$ cat src/rtl/rpi_pkg.sv
package rpi_pkg;
   // ==================================================
   // timing
   localparam int CLK_PS = 5000;
   localparam int REF_PS = 20000;
   localparam int TXC1G_PS = 8000;
   localparam int TXC100_PS = 40000;
   localparam int TXC10_PS = 400000;
   localparam int H1G = TXC1G_PS / 2 / CLK_PS;
   localparam logic [6:0] HALF_REF = 7'(REF_PS / 2 / CLK_PS);
   localparam logic [6:0] HALF_1G = 7'((H1G > 0) ? H1G : 1);
   localparam logic [6:0] HALF_100 = 7'(TXC100_PS / 2 / CLK_PS);
   localparam logic [6:0] HALF_10 = 7'(TXC10_PS / 2 / CLK_PS);
   localparam logic [3:0] RMII10_REP = 4'h9;
   localparam logic [1:0] STRAP_WAIT = 2'h3;
   // ==================================================
   // delay line
   localparam int DLY_MIN_PS = 1690;
   localparam int DLY_MAX_PS = 2550;
   localparam int DLY_NOM_PS = 2000;
   localparam logic [3:0] DLY_TAP_NOM =
      4'((DLY_NOM_PS - DLY_MIN_PS) * 15 / (DLY_MAX_PS - DLY_MIN_PS));
   // ==================================================
   // register map
   localparam logic [3:0] ADDR_CTRL = 4'h0;
   localparam logic [3:0] ADDR_DLY = 4'h1;
   localparam logic [3:0] ADDR_STAT = 4'h2;
   localparam int STAT_RXERR = 2;
   localparam logic [7:0] CTRL_RST = 8'h54;
   // ==================================================
   // types
   typedef enum logic [1:0] {
      MODE_RMII = 2'h0, MODE_RGMII = 2'h1, MODE_SGMII = 2'h2, MODE_BAD = 2'h3
   } rpi_mode_t;
   typedef enum logic [1:0] {
      SPD_10 = 2'h0, SPD_100 = 2'h1, SPD_1000 = 2'h2, SPD_BAD = 2'h3
   } rpi_speed_t;
   typedef enum logic [1:0] {TX_IDLE = 2'b01, TX_SEND = 2'b10} rpi_tx_st_t;
   typedef struct packed {
      logic partner_mac;
      logic an_en;
      logic ext_ref;
      logic full_dup;
      rpi_speed_t speed;
      rpi_mode_t mode;
   } rpi_ctrl_t;
   typedef struct packed {
      logic [3:0] tx_tap;
      logic [3:0] rx_tap;
      logic tx_en;
      logic rx_en;
   } rpi_dly_t;
   typedef struct packed {
      logic drive_max;
      logic sgmii_en;
      logic sgmii_an;
      logic half_dup;
      rpi_speed_t speed;
      logic rx_dly;
      logic tx_dly;
      logic [3:0] rx_tap;
      logic [3:0] tx_tap;
   } rpi_cfg_t;
   typedef struct packed {
      logic err;
      logic [7:0] data;
   } rpi_byte_t;
   // ==================================================
   // half period of the transmit clock in system cycles
   function automatic logic [6:0] rpi_half(input logic rmii, input rpi_speed_t s);
      if (rmii) return HALF_REF;
      case (s)
         SPD_1000: return HALF_1G;
         SPD_10: return HALF_10;
         default: return HALF_100;
      endcase
   endfunction : rpi_half
   // last symbol index of one byte
   function automatic logic [1:0] rpi_last(input logic rmii, input rpi_speed_t s);
      if (rmii) return 2'h3;
      return (s == SPD_1000) ? 2'h0 : 2'h1;
   endfunction : rpi_last
endpackage : rpi_pkg

$ cat src/rtl/rpi_clk_gen.sv
`timescale 1ns/1ps
`default_nettype none
module rpi_clk_gen (
   input wire logic clock,
   input wire logic sys_rst,
   input wire logic ext_sel,
   input wire logic ext_pin,
   input wire logic [6:0] half,
   output logic pin_q,
   output logic rise_q,
   output logic fall_q
);
   logic [6:0] cnt_q;
   logic s1_q;
   logic s2_q;
   logic s3_q;
   // ==================================================
   // external reference, two-flop synchroniser
   always_ff @(posedge clock) begin
      if (sys_rst) begin
         s1_q <= 1'b0;
         s2_q <= 1'b0;
         s3_q <= 1'b0;
      end else begin
         s1_q <= ext_pin;
         s2_q <= s1_q;
         s3_q <= s2_q;
      end
   end
   // ==================================================
   // divider; >= keeps a speed change from running the count away
   always_ff @(posedge clock) begin
      if (sys_rst) begin
         cnt_q <= 7'h00;
         pin_q <= 1'b0;
         rise_q <= 1'b0;
         fall_q <= 1'b0;
      end else if (ext_sel) begin
         cnt_q <= 7'h00;
         pin_q <= 1'b0;
         rise_q <= s2_q & ~s3_q;
         fall_q <= ~s2_q & s3_q;
      end else if (cnt_q >= half - 7'h01) begin
         cnt_q <= 7'h00;
         pin_q <= ~pin_q;
         rise_q <= ~pin_q;
         fall_q <= pin_q;
      end else begin
         cnt_q <= cnt_q + 7'h01;
         rise_q <= 1'b0;
         fall_q <= 1'b0;
      end
   end
endmodule : rpi_clk_gen
`default_nettype wire

$ cat src/rtl/rpi_port.sv
`timescale 1ns/1ps
`default_nettype none
// Function
// - rmii timed by 50 MHz reference
// - rmii runs only 10 or 100
// - rmii receive two lines, reference timed
// - rmii transmit control is tx enable
// - rgmii 10/100/1000, gigabit double edge
// - gigabit 125 MHz (clock here runs at 100 MHz, half period one system cycle), low nibble rise
// - 10/100 low nibble, repeat on fall
// - tx control rise en, fall en^er
// - host port delays from straps
// - other ports delays by software
// - delay at one stage per path
// - strap high gives strongest host drive in rgmii
// - sgmii only on ports 1 to 4
// - sgmii full duplex, autoneg or forced
// - mac partner: autoneg off, same speed
// - link input low means link up
// - half duplex not at 1000
module rpi_port #(
   parameter int PORT_NUM = 1,
   parameter bit IS_HOST = 1'b0
) (
   input wire logic clock,
   input wire logic sys_rst,
   input wire logic [3:0] reg_addr,
   input wire logic [31:0] reg_wdata,
   input wire logic reg_wr,
   input wire logic reg_rd,
   output logic [31:0] reg_rdata,
   input wire logic tx_valid,
   input wire rpi_pkg::rpi_byte_t tx_in,
   output logic tx_ready,
   output logic rx_valid,
   output rpi_pkg::rpi_byte_t rx_out,
   input wire logic port_transmit_clock_pin_i,
   output logic port_transmit_clock_pin_o,
   output logic port_transmit_clock_pin_oe_n,
   output logic port_transmit_control,
   output logic [3:0] port_transmit_data,
   input wire logic port_receive_clock,
   input wire logic port_receive_control,
   input wire logic [2:0] port_receive_data,
   input wire logic port_receive_data_bit3,
   input wire logic port_link_indication_n,
   input wire logic strap_drive_hi,
   input wire logic strap_rx_delay,
   input wire logic strap_tx_delay,
   output rpi_pkg::rpi_cfg_t phy_cfg
);
   localparam bit PORT_OK = (PORT_NUM >= 1) && (PORT_NUM <= 4);
   // ==================================================
   // declarations
   rpi_pkg::rpi_ctrl_t ctrl_q;
   rpi_pkg::rpi_dly_t dly_q;
   rpi_pkg::rpi_cfg_t cfg_q;
   rpi_pkg::rpi_byte_t cur_q;
   rpi_pkg::rpi_byte_t rx_q;
   rpi_pkg::rpi_tx_st_t st_q;
   logic [9:0] s1_q;
   logic [9:0] s2_q;
   logic rxc_d_q;
   logic [2:0] strap_q;
   logic [1:0] scnt_q;
   logic link_up_q;
   logic cfg_err_q;
   logic rx_err_q;
   logic [31:0] rdata_q;
   logic oe_n_q;
   logic txctl_q;
   logic [3:0] txd_q;
   logic [1:0] idx_q;
   logic [3:0] rep_q;
   logic ready_q;
   logic [7:0] sh_q;
   logic [3:0] lo_q;
   logic dv_q;
   logic racc_q;
   logic [1:0] ridx_q;
   logic [3:0] rrep_q;
   logic rvalid_q;
   logic rmii;
   logic rgmii;
   logic gig;
   logic ext_sel;
   logic [6:0] half;
   logic [1:0] last;
   logic [3:0] reload;
   logic busy;
   logic slot;
   logic ref_pin;
   logic ref_rise;
   logic ref_fall;
   logic rxc_rise;
   logic rxc_fall;
   logic rx_ctl;
   logic [3:0] rxd;
   logic ferr;
   // ==================================================
   // symbol of a byte: rmii dibit or rgmii nibble
   function automatic logic [3:0] sym(input logic [7:0] b, input logic [1:0] i,
                                      input logic r);
      logic [7:0] t;
      t = b >> {i, 1'b0};
      if (r) return {2'h0, t[1:0]};
      return i[0] ? b[7:4] : b[3:0];
   endfunction : sym
   // ==================================================
   // mode decode
   assign rmii = ctrl_q.mode == rpi_pkg::MODE_RMII;
   assign rgmii = ctrl_q.mode == rpi_pkg::MODE_RGMII;
   assign gig = cfg_q.speed == rpi_pkg::SPD_1000;
   assign ext_sel = rmii & ctrl_q.ext_ref;
   assign half = rpi_pkg::rpi_half(rmii, cfg_q.speed);
   assign last = rpi_pkg::rpi_last(rmii, cfg_q.speed);
   assign reload = (rmii && cfg_q.speed == rpi_pkg::SPD_10) ? rpi_pkg::RMII10_REP : 4'h0;
   assign busy = st_q == rpi_pkg::TX_SEND;
   assign rx_ctl = s2_q[1];
   assign rxd = s2_q[5:2];
   // ==================================================
   // pin synchronisers; rxc goes through the same two flops as data
   always_ff @(posedge clock) begin
      if (sys_rst) begin
         s1_q <= 10'h040;
         s2_q <= 10'h040;
         rxc_d_q <= 1'b0;
      end else begin
         s1_q <= {strap_tx_delay, strap_rx_delay, strap_drive_hi, port_link_indication_n,
                  port_receive_data_bit3, port_receive_data, port_receive_control,
                  port_receive_clock};
         s2_q <= s1_q;
         rxc_d_q <= s2_q[0];
      end
   end
   assign rxc_rise = s2_q[0] & ~rxc_d_q;
   assign rxc_fall = ~s2_q[0] & rxc_d_q;
   // ==================================================
   // reference or transmit clock
   rpi_clk_gen u_clk (
      .clock(clock),
      .sys_rst(sys_rst),
      .ext_sel(ext_sel),
      .ext_pin(port_transmit_clock_pin_i),
      .half(half),
      .pin_q(ref_pin),
      .rise_q(ref_rise),
      .fall_q(ref_fall)
   );
   // data leaves one cycle after the pin falls, so it is settled at the rise except at gigabit, where it leaves on the rise edge;
   // rgmii puts its fall half out one cycle after the rise in the same way
   assign slot = ref_fall;
   // ==================================================
   // straps caught once the synchroniser has carried them
   always_ff @(posedge clock) begin
      if (sys_rst) begin
         scnt_q <= 2'h0;
         strap_q <= 3'h0;
      end else if (scnt_q != rpi_pkg::STRAP_WAIT) begin
         scnt_q <= scnt_q + 2'h1;
         if (scnt_q == rpi_pkg::STRAP_WAIT - 2'h1) strap_q <= s2_q[9:7];
      end
   end
   // ==================================================
   // active-low link
   always_ff @(posedge clock) begin
      if (sys_rst) link_up_q <= 1'b0;
      else link_up_q <= ~s2_q[6];
   end
   // ==================================================
   // control registers
   always_ff @(posedge clock) begin
      if (sys_rst) begin
         ctrl_q <= rpi_pkg::rpi_ctrl_t'(rpi_pkg::CTRL_RST);
         dly_q <= '{rpi_pkg::DLY_TAP_NOM, rpi_pkg::DLY_TAP_NOM, 1'b0, 1'b1};
      end else if (reg_wr) begin
         if (reg_addr == rpi_pkg::ADDR_CTRL) ctrl_q <= rpi_pkg::rpi_ctrl_t'(reg_wdata[7:0]);
         if (reg_addr == rpi_pkg::ADDR_DLY) dly_q <= rpi_pkg::rpi_dly_t'(reg_wdata[9:0]);
      end
   end
   // ==================================================
   // effective configuration toward pads, delay lines and serdes
   always_ff @(posedge clock) begin
      if (sys_rst) begin
         cfg_q <= '0;
         cfg_err_q <= 1'b0;
      end else begin
         if (ctrl_q.speed == rpi_pkg::SPD_BAD ||
             (rmii && ctrl_q.speed == rpi_pkg::SPD_1000))
            cfg_q.speed <= rpi_pkg::SPD_100;
         else
            cfg_q.speed <= ctrl_q.speed;
         cfg_q.half_dup <= ~ctrl_q.full_dup && ctrl_q.speed != rpi_pkg::SPD_1000 &&
                           ctrl_q.mode != rpi_pkg::MODE_SGMII;
         cfg_q.sgmii_en <= ctrl_q.mode == rpi_pkg::MODE_SGMII && PORT_OK;
         cfg_q.sgmii_an <= ctrl_q.mode == rpi_pkg::MODE_SGMII && PORT_OK &&
                           ctrl_q.an_en && ~ctrl_q.partner_mac;
         cfg_q.rx_dly <= IS_HOST ? strap_q[1] : dly_q.rx_en;
         cfg_q.tx_dly <= IS_HOST ? strap_q[2] : dly_q.tx_en;
         cfg_q.rx_tap <= IS_HOST ? rpi_pkg::DLY_TAP_NOM : dly_q.rx_tap;
         cfg_q.tx_tap <= IS_HOST ? rpi_pkg::DLY_TAP_NOM : dly_q.tx_tap;
         cfg_q.drive_max <= IS_HOST && rgmii && strap_q[0];
         cfg_err_q <= ctrl_q.mode == rpi_pkg::MODE_BAD ||
                      (ctrl_q.mode == rpi_pkg::MODE_SGMII && !PORT_OK) ||
                      (rmii && ctrl_q.speed == rpi_pkg::SPD_1000);
      end
   end
   // ==================================================
   // clock pin drive; released when fed from outside or in sgmii
   always_ff @(posedge clock) begin
      if (sys_rst) oe_n_q <= 1'b1;
      else oe_n_q <= ext_sel | ~(rmii | rgmii);
   end
   // ==================================================
   // transmit serialiser; takes a new byte only while the link is up
   always_ff @(posedge clock) begin
      if (sys_rst) begin
         st_q <= rpi_pkg::TX_IDLE;
         cur_q <= '0;
         idx_q <= 2'h0;
         rep_q <= 4'h0;
         ready_q <= 1'b0;
         txd_q <= 4'h0;
         txctl_q <= 1'b0;
      end else begin
         ready_q <= 1'b0;
         if (slot && rep_q != 4'h0) begin
            rep_q <= rep_q - 4'h1;
         end else if (slot) begin
            rep_q <= reload;
            if (busy && idx_q != last) begin
               idx_q <= idx_q + 2'h1;
               txd_q <= sym(cur_q.data, idx_q + 2'h1, rmii);
               txctl_q <= 1'b1;
            end else if (tx_valid && link_up_q && (rmii || rgmii)) begin
               st_q <= rpi_pkg::TX_SEND;
               cur_q <= tx_in;
               idx_q <= 2'h0;
               ready_q <= 1'b1;
               txd_q <= sym(tx_in.data, 2'h0, rmii);
               txctl_q <= 1'b1;
            end else begin
               st_q <= rpi_pkg::TX_IDLE;
               idx_q <= 2'h0;
               txd_q <= 4'h0;
               txctl_q <= 1'b0;
            end
         end
         if (rgmii && ref_rise) begin
            if (gig) txd_q <= cur_q.data[7:4];
            txctl_q <= busy ^ (busy & cur_q.err);
         end
      end
   end
   // ==================================================
   // receive assembler
   // error from the fall sample
   assign ferr = dv_q ^ rx_ctl;
   always_ff @(posedge clock) begin
      if (sys_rst) begin
         sh_q <= 8'h00;
         lo_q <= 4'h0;
         dv_q <= 1'b0;
         racc_q <= 1'b0;
         ridx_q <= 2'h0;
         rrep_q <= 4'h0;
         rvalid_q <= 1'b0;
         rx_q <= '0;
      end else begin
         rvalid_q <= 1'b0;
         if (rgmii) begin
            if (rxc_rise) begin
               dv_q <= rx_ctl;
               lo_q <= rxd;
            end
            if (rxc_fall && dv_q && gig) begin
               rvalid_q <= 1'b1;
               rx_q <= '{ferr, {rxd, lo_q}};
            end else if (rxc_fall && dv_q && ridx_q == 2'h0) begin
               sh_q[3:0] <= lo_q;
               racc_q <= ferr;
               ridx_q <= 2'h1;
            end else if (rxc_fall && dv_q) begin
               rvalid_q <= 1'b1;
               rx_q <= '{ferr | racc_q, {lo_q, sh_q[3:0]}};
               ridx_q <= 2'h0;
            end else if (rxc_fall) begin
               ridx_q <= 2'h0;
            end
         end else if (rmii && ref_rise) begin
            if (!rx_ctl) begin
               ridx_q <= 2'h0;
               rrep_q <= 4'h0;
               racc_q <= 1'b0;
            end else if (rrep_q != 4'h0) begin
               rrep_q <= rrep_q - 4'h1;
            end else begin
               rrep_q <= reload;
               sh_q[{ridx_q, 1'b0} +: 2] <= rxd[1:0];
               racc_q <= (ridx_q != 2'h3) & (racc_q | rxd[3]);
               ridx_q <= ridx_q + 2'h1;
               if (ridx_q == 2'h3) begin
                  rvalid_q <= 1'b1;
                  rx_q <= '{racc_q | rxd[3], {rxd[1:0], sh_q[5:0]}};
               end
            end
         end
      end
   end
   // ==================================================
   // sticky receive error; a new error beats the clear
   always_ff @(posedge clock) begin
      if (sys_rst) rx_err_q <= 1'b0;
      else if (rvalid_q && rx_q.err) rx_err_q <= 1'b1;
      else if (reg_wr && reg_addr == rpi_pkg::ADDR_STAT && reg_wdata[rpi_pkg::STAT_RXERR])
         rx_err_q <= 1'b0;
   end
   // ==================================================
   // read port, data valid only the cycle after the strobe
   always_ff @(posedge clock) begin
      if (sys_rst || !reg_rd) rdata_q <= 32'h0000_0000;
      else begin
         case (reg_addr)
            rpi_pkg::ADDR_CTRL: rdata_q <= {24'h00_0000, ctrl_q};
            rpi_pkg::ADDR_DLY: rdata_q <= {22'h00_0000, dly_q};
            rpi_pkg::ADDR_STAT:
               rdata_q <= {27'h000_0000, cfg_err_q, cfg_q.drive_max, rx_err_q,
                           rgmii ? dv_q : rx_ctl, link_up_q};
            default: rdata_q <= 32'h0000_0000;
         endcase
      end
   end
   // ==================================================
   // outputs
   assign reg_rdata = rdata_q;
   assign tx_ready = ready_q;
   assign rx_valid = rvalid_q;
   assign rx_out = rx_q;
   assign port_transmit_clock_pin_o = ref_pin;
   assign port_transmit_clock_pin_oe_n = oe_n_q;
   assign port_transmit_control = txctl_q;
   assign port_transmit_data = txd_q;
   assign phy_cfg = cfg_q;
endmodule : rpi_port
`default_nettype wire

$ cat config.mk
export PLATFORM = sky130hd
export DESIGN_NAME = rpi_port
export DESIGN_NICKNAME = d
export VERILOG_FILES = /design/src/rtl/rpi_pkg.sv /design/src/rtl/rpi_clk_gen.sv /design/src/rtl/rpi_port.sv
export SDC_FILE = /design/constraint.sdc
export NUM_CORES = 1
export LEC_CHECK = 0
export ABC_AREA = 1
export BUFFER_PORTS_ARGS = -buffer_cell sky130_fd_sc_hd__buf_2
export CAP_MARGIN = 20
export CORE_MARGIN = 1.5
export CORE_UTILIZATION = 54
export DETAILED_ROUTE_END_ITERATION = 6
export GPL_TIMING_DRIVEN = 0
export PLACE_DENSITY = 0.8
export SYNTH_ARGS = -nofsm -noshare
export SYNTH_HDL_FRONTEND = slang
export SYNTH_SLANG_ARGS = --single-unit
$ cat constraint.sdc
create_clock -name clock -period 2.3 [get_ports clock]
set_input_delay 0.115 -clock clock [delete_from_list [all_inputs] [get_ports clock]]
set_output_delay 0.115 -clock clock [all_outputs]
set_load 0.005 [all_outputs]
==> results.txt <==
H-tree depth = 4
Clock Path Buffers = 2
Clock Skews = 0.00723 ns
Final setup fails = 0
Final Hold Viols = 0
Top-level I/O count = 127
Buffers on Ports = 77
Grt ovf = 0
TritonCTS clock tree = built
Sequential power share = 0.426
Routed WL per cell = 14.5 um
Clock power share = 0.503
Area leader, netlist = dfxtp_1
Critical Path AT = 2.52 ns
Vias in the first global route = 5276
Drt drc = 0
Register area share after synthesis = 0.444
Hold Path Class = in -> reg
Initial Utilization = 0.553
Tmin final = 2.07 ns
Gpl congestion = 0.960
ANT nets after route = 0
Compound-Gate Fraction of Synth Area = 0.138
Worst slew pin tran = 0.903 ns
Mux contribution to synthesized area = 0.00528
Cells after Synth = 733
Slew Limit Fails = 0
CP bufs+invs = 2
Root buffer cell = clkbuf_8
Clock Pin Slew Worst Setup and Hold Paths = 0.06 ns
Initial antenna violation count = 0
Post-Layout Cell Count = 1034
Worst-path cell chain = inv_4 -> nand2_8 -> nand2_1 -> ha_1 -> nand2_1 -> nor2_1 -> nor3_1 -> nand4_1 -> buf_4 -> nor2_1
Rel. slew slack = 0.392
CP Launch Type = flop
Synth Flop Type = dfxtp_1
Largest family of logic cells by synthesized area = simple AND/OR/NAND/NOR gates
Peak supply drop = 0.000511 V
Fraction of registers with async set/reset = 0
Nets@finish = 961
Worst-Skew Late Latency = 0.53 ns
Top post-synthesis cells by count = dfxtp_1, nand2_1, nor2_1
Die W = 106 um
Number of max-cap violations = 0
FMAX = 0.484 GHz
HPWL after DPL = 10200 um
Post-Syn Area = 0.00568 mm2
Vias = 5475
Outcome = finished, final reports clean
WS Path Type = reg -> reg
Post-CTS resize count = 0
Number of fill cells = 782
Area share of the largest cell type after synthesis = 0.444
Synthesis-stage register bit count = 126
GRT Overall Usage = 0.280
Power Density = 733 mW/mm2
Net Sw Frac = 0.243
Core Region = 0.0103 mm2
Initial DRC Count = 489
Simple-Gate Fraction of Synth Area = 0.247
Area contributors post-synth = dfxtp_1, nand2_1, nor2_1
Die Y = 106 um
RSZ-0062 raised after global routing = no
WP data required = 2.76 ns
Number of flops mapped to enable cells by yosys = 0
Internal power = 4.02 mW
Post-Synth Adder-Cell Area = 0.0330
Post-Synth XOR/XNOR Area = 0.0156
Global-route wire length before repair = 24900 um
Comb pwr share = 0.072
Clk sink count = 126
Area grow syn2layout = 27.5%
Total CTS buffers = 17
Count leader, synth = dfxtp_1
Total Wirelength = 15000 um
Final period util = 0.899
Yosys cell types = 49
Yosys warns = 0
CP delay by family, top = simple AND/OR/NAND/NOR gates
Synth Area per Inst = 7.75 um2
Die area = 0.0112 mm2
Largest net degree at the start of global routing = 17
Layout cells sized above 1 = 0.200
Vias/cell = 5.29
Leakage = 3.38 nW
Row Count = 37
Total negative setup slack = 0 ns
Critical Path Max Stage Delay = 0.51 ns
# placed instances = 970
Crit end category = flop
CP Max Fanout = 9
Number of antenna diodes = 0
Worst path slowest cell = dfxtp_1
Drt first pass iters = 6
Sw power = 1.29 mW
## area by class of cell
type / instances / area [um2] / share of cell area
Inverter: 96 / 363 / 0.0501
Clock buffer: 19 / 442 / 0.0610
Buffer: 42 / 299 / 0.0413
Clock inverter: 13 / 156 / 0.0216
Sequential cell: 126 / 2520 / 0.348
Multi-Input combinational cell: 493 / 2590 / 0.357
Tap cell: 136 / 170 / 0.0235
Timing Repair Buffer: 109 / 703 / 0.0970
## per-stage QoR
stage	utilization	setup slack (ns)	hold WS (ns)	cell area, um2	power [mW]
after floorplan	-	0.529	0.218	5770	2.52
after global placement	0.616	0.232	0.301	6330	2.62
after detailed placement	0.616	0.128	0.304	6330	2.63
after CTS	0.704	0.112	0.0115	7240	5.31
after global routing	0.705	0.0828	0.0314	7250	5.47
final	0.705	0.233	0.0306	7250	5.31
## final timing paths
check                            startpoint              to  slack, ns  cells after the start
worst max register to register    ctrl_q[1]  u_clk.cnt_q[5]       0.23                     10
worst min-delay path            reg_addr[0]    reg_rdata[9]       0.03                      3
worst min register to register      s2_q[6]       link_up_q       0.40                      1
worst max-delay path              ctrl_q[1]  u_clk.cnt_q[5]       0.23                     10
## registers in the layout (all words and copies together), names as in the netlist, 6 cells and up
| name | cells |
|---|---|
| u_clk.cnt_q | 7 |
| s1_q | 7 |
| dly_q | 10 |
| sh_q | 6 |
| s2_q | 7 |
| ctrl_q | 8 |
| cur_q | 9 |
| rx_out | 9 |
| phy_cfg | 15 |
| reg_rdata | 10 |
## cells by family (layout without fill, tap and decap cells)
family          Yosys count  count (layout)
simple gates            309             309
buf+inv                 138             279
compound gates          132             132
flops                   126             126
fa+ha+maj                15              15
xor+xnor                  8               8
mux                       3               3
other cells               2              26
## metal layers
metal / routed length [um] / track usage
met5: 0 / 0
met4: 293 / 0.0917
met3: 1080 / 0.0588
met2: 7420 / 0.479
met1: 6250 / 0.352
## worst min-delay path, stage by stage
cell,delay (ns)
buf_2,0.12
nand3_2,0.19
nor3_1,0.08
## cells in the final DEF (no fill, tap or decap), types with 16 or more instances in the layout
cell type | synthesis | routed
a21oi_1 | 50 | 50
clkbuf_16 | 0 | 16
dlygate4sd3_1 | 0 | 31
nand2_1 | 120 | 120
o21ai_0 | 40 | 40
dfxtp_1 | 126 | 126
inv_1 | 93 | 93
buf_2 | 2 | 79
buf_4 | 25 | 26
nor2_1 | 103 | 103
conb_1 | 2 | 26
nand3_1 | 38 | 38
## what timing repair did
| action | 4_1_cts | 5_1_grt |
|---|---|---|
| setup endpoints to repair | 0 | 6 |
| endpoints found under the hold margin | 52 | 0 |
| hold buffers | 31 | 0 |
| setup buffers | 0 | 1 |
## power groups by stage
stage          combinational [mW]  sequential (mW)  clock [mW]
2_1_floorplan               0.219             2.30           0
3_3_place_gp                0.314             2.30           0
3_5_place_dp                0.325             2.30           0
4_1_cts                     0.371             2.26        2.68
5_1_grt                     0.421             2.26        2.78
6_report                    0.381             2.26        2.67
Power figures use the tool's default switching activity.
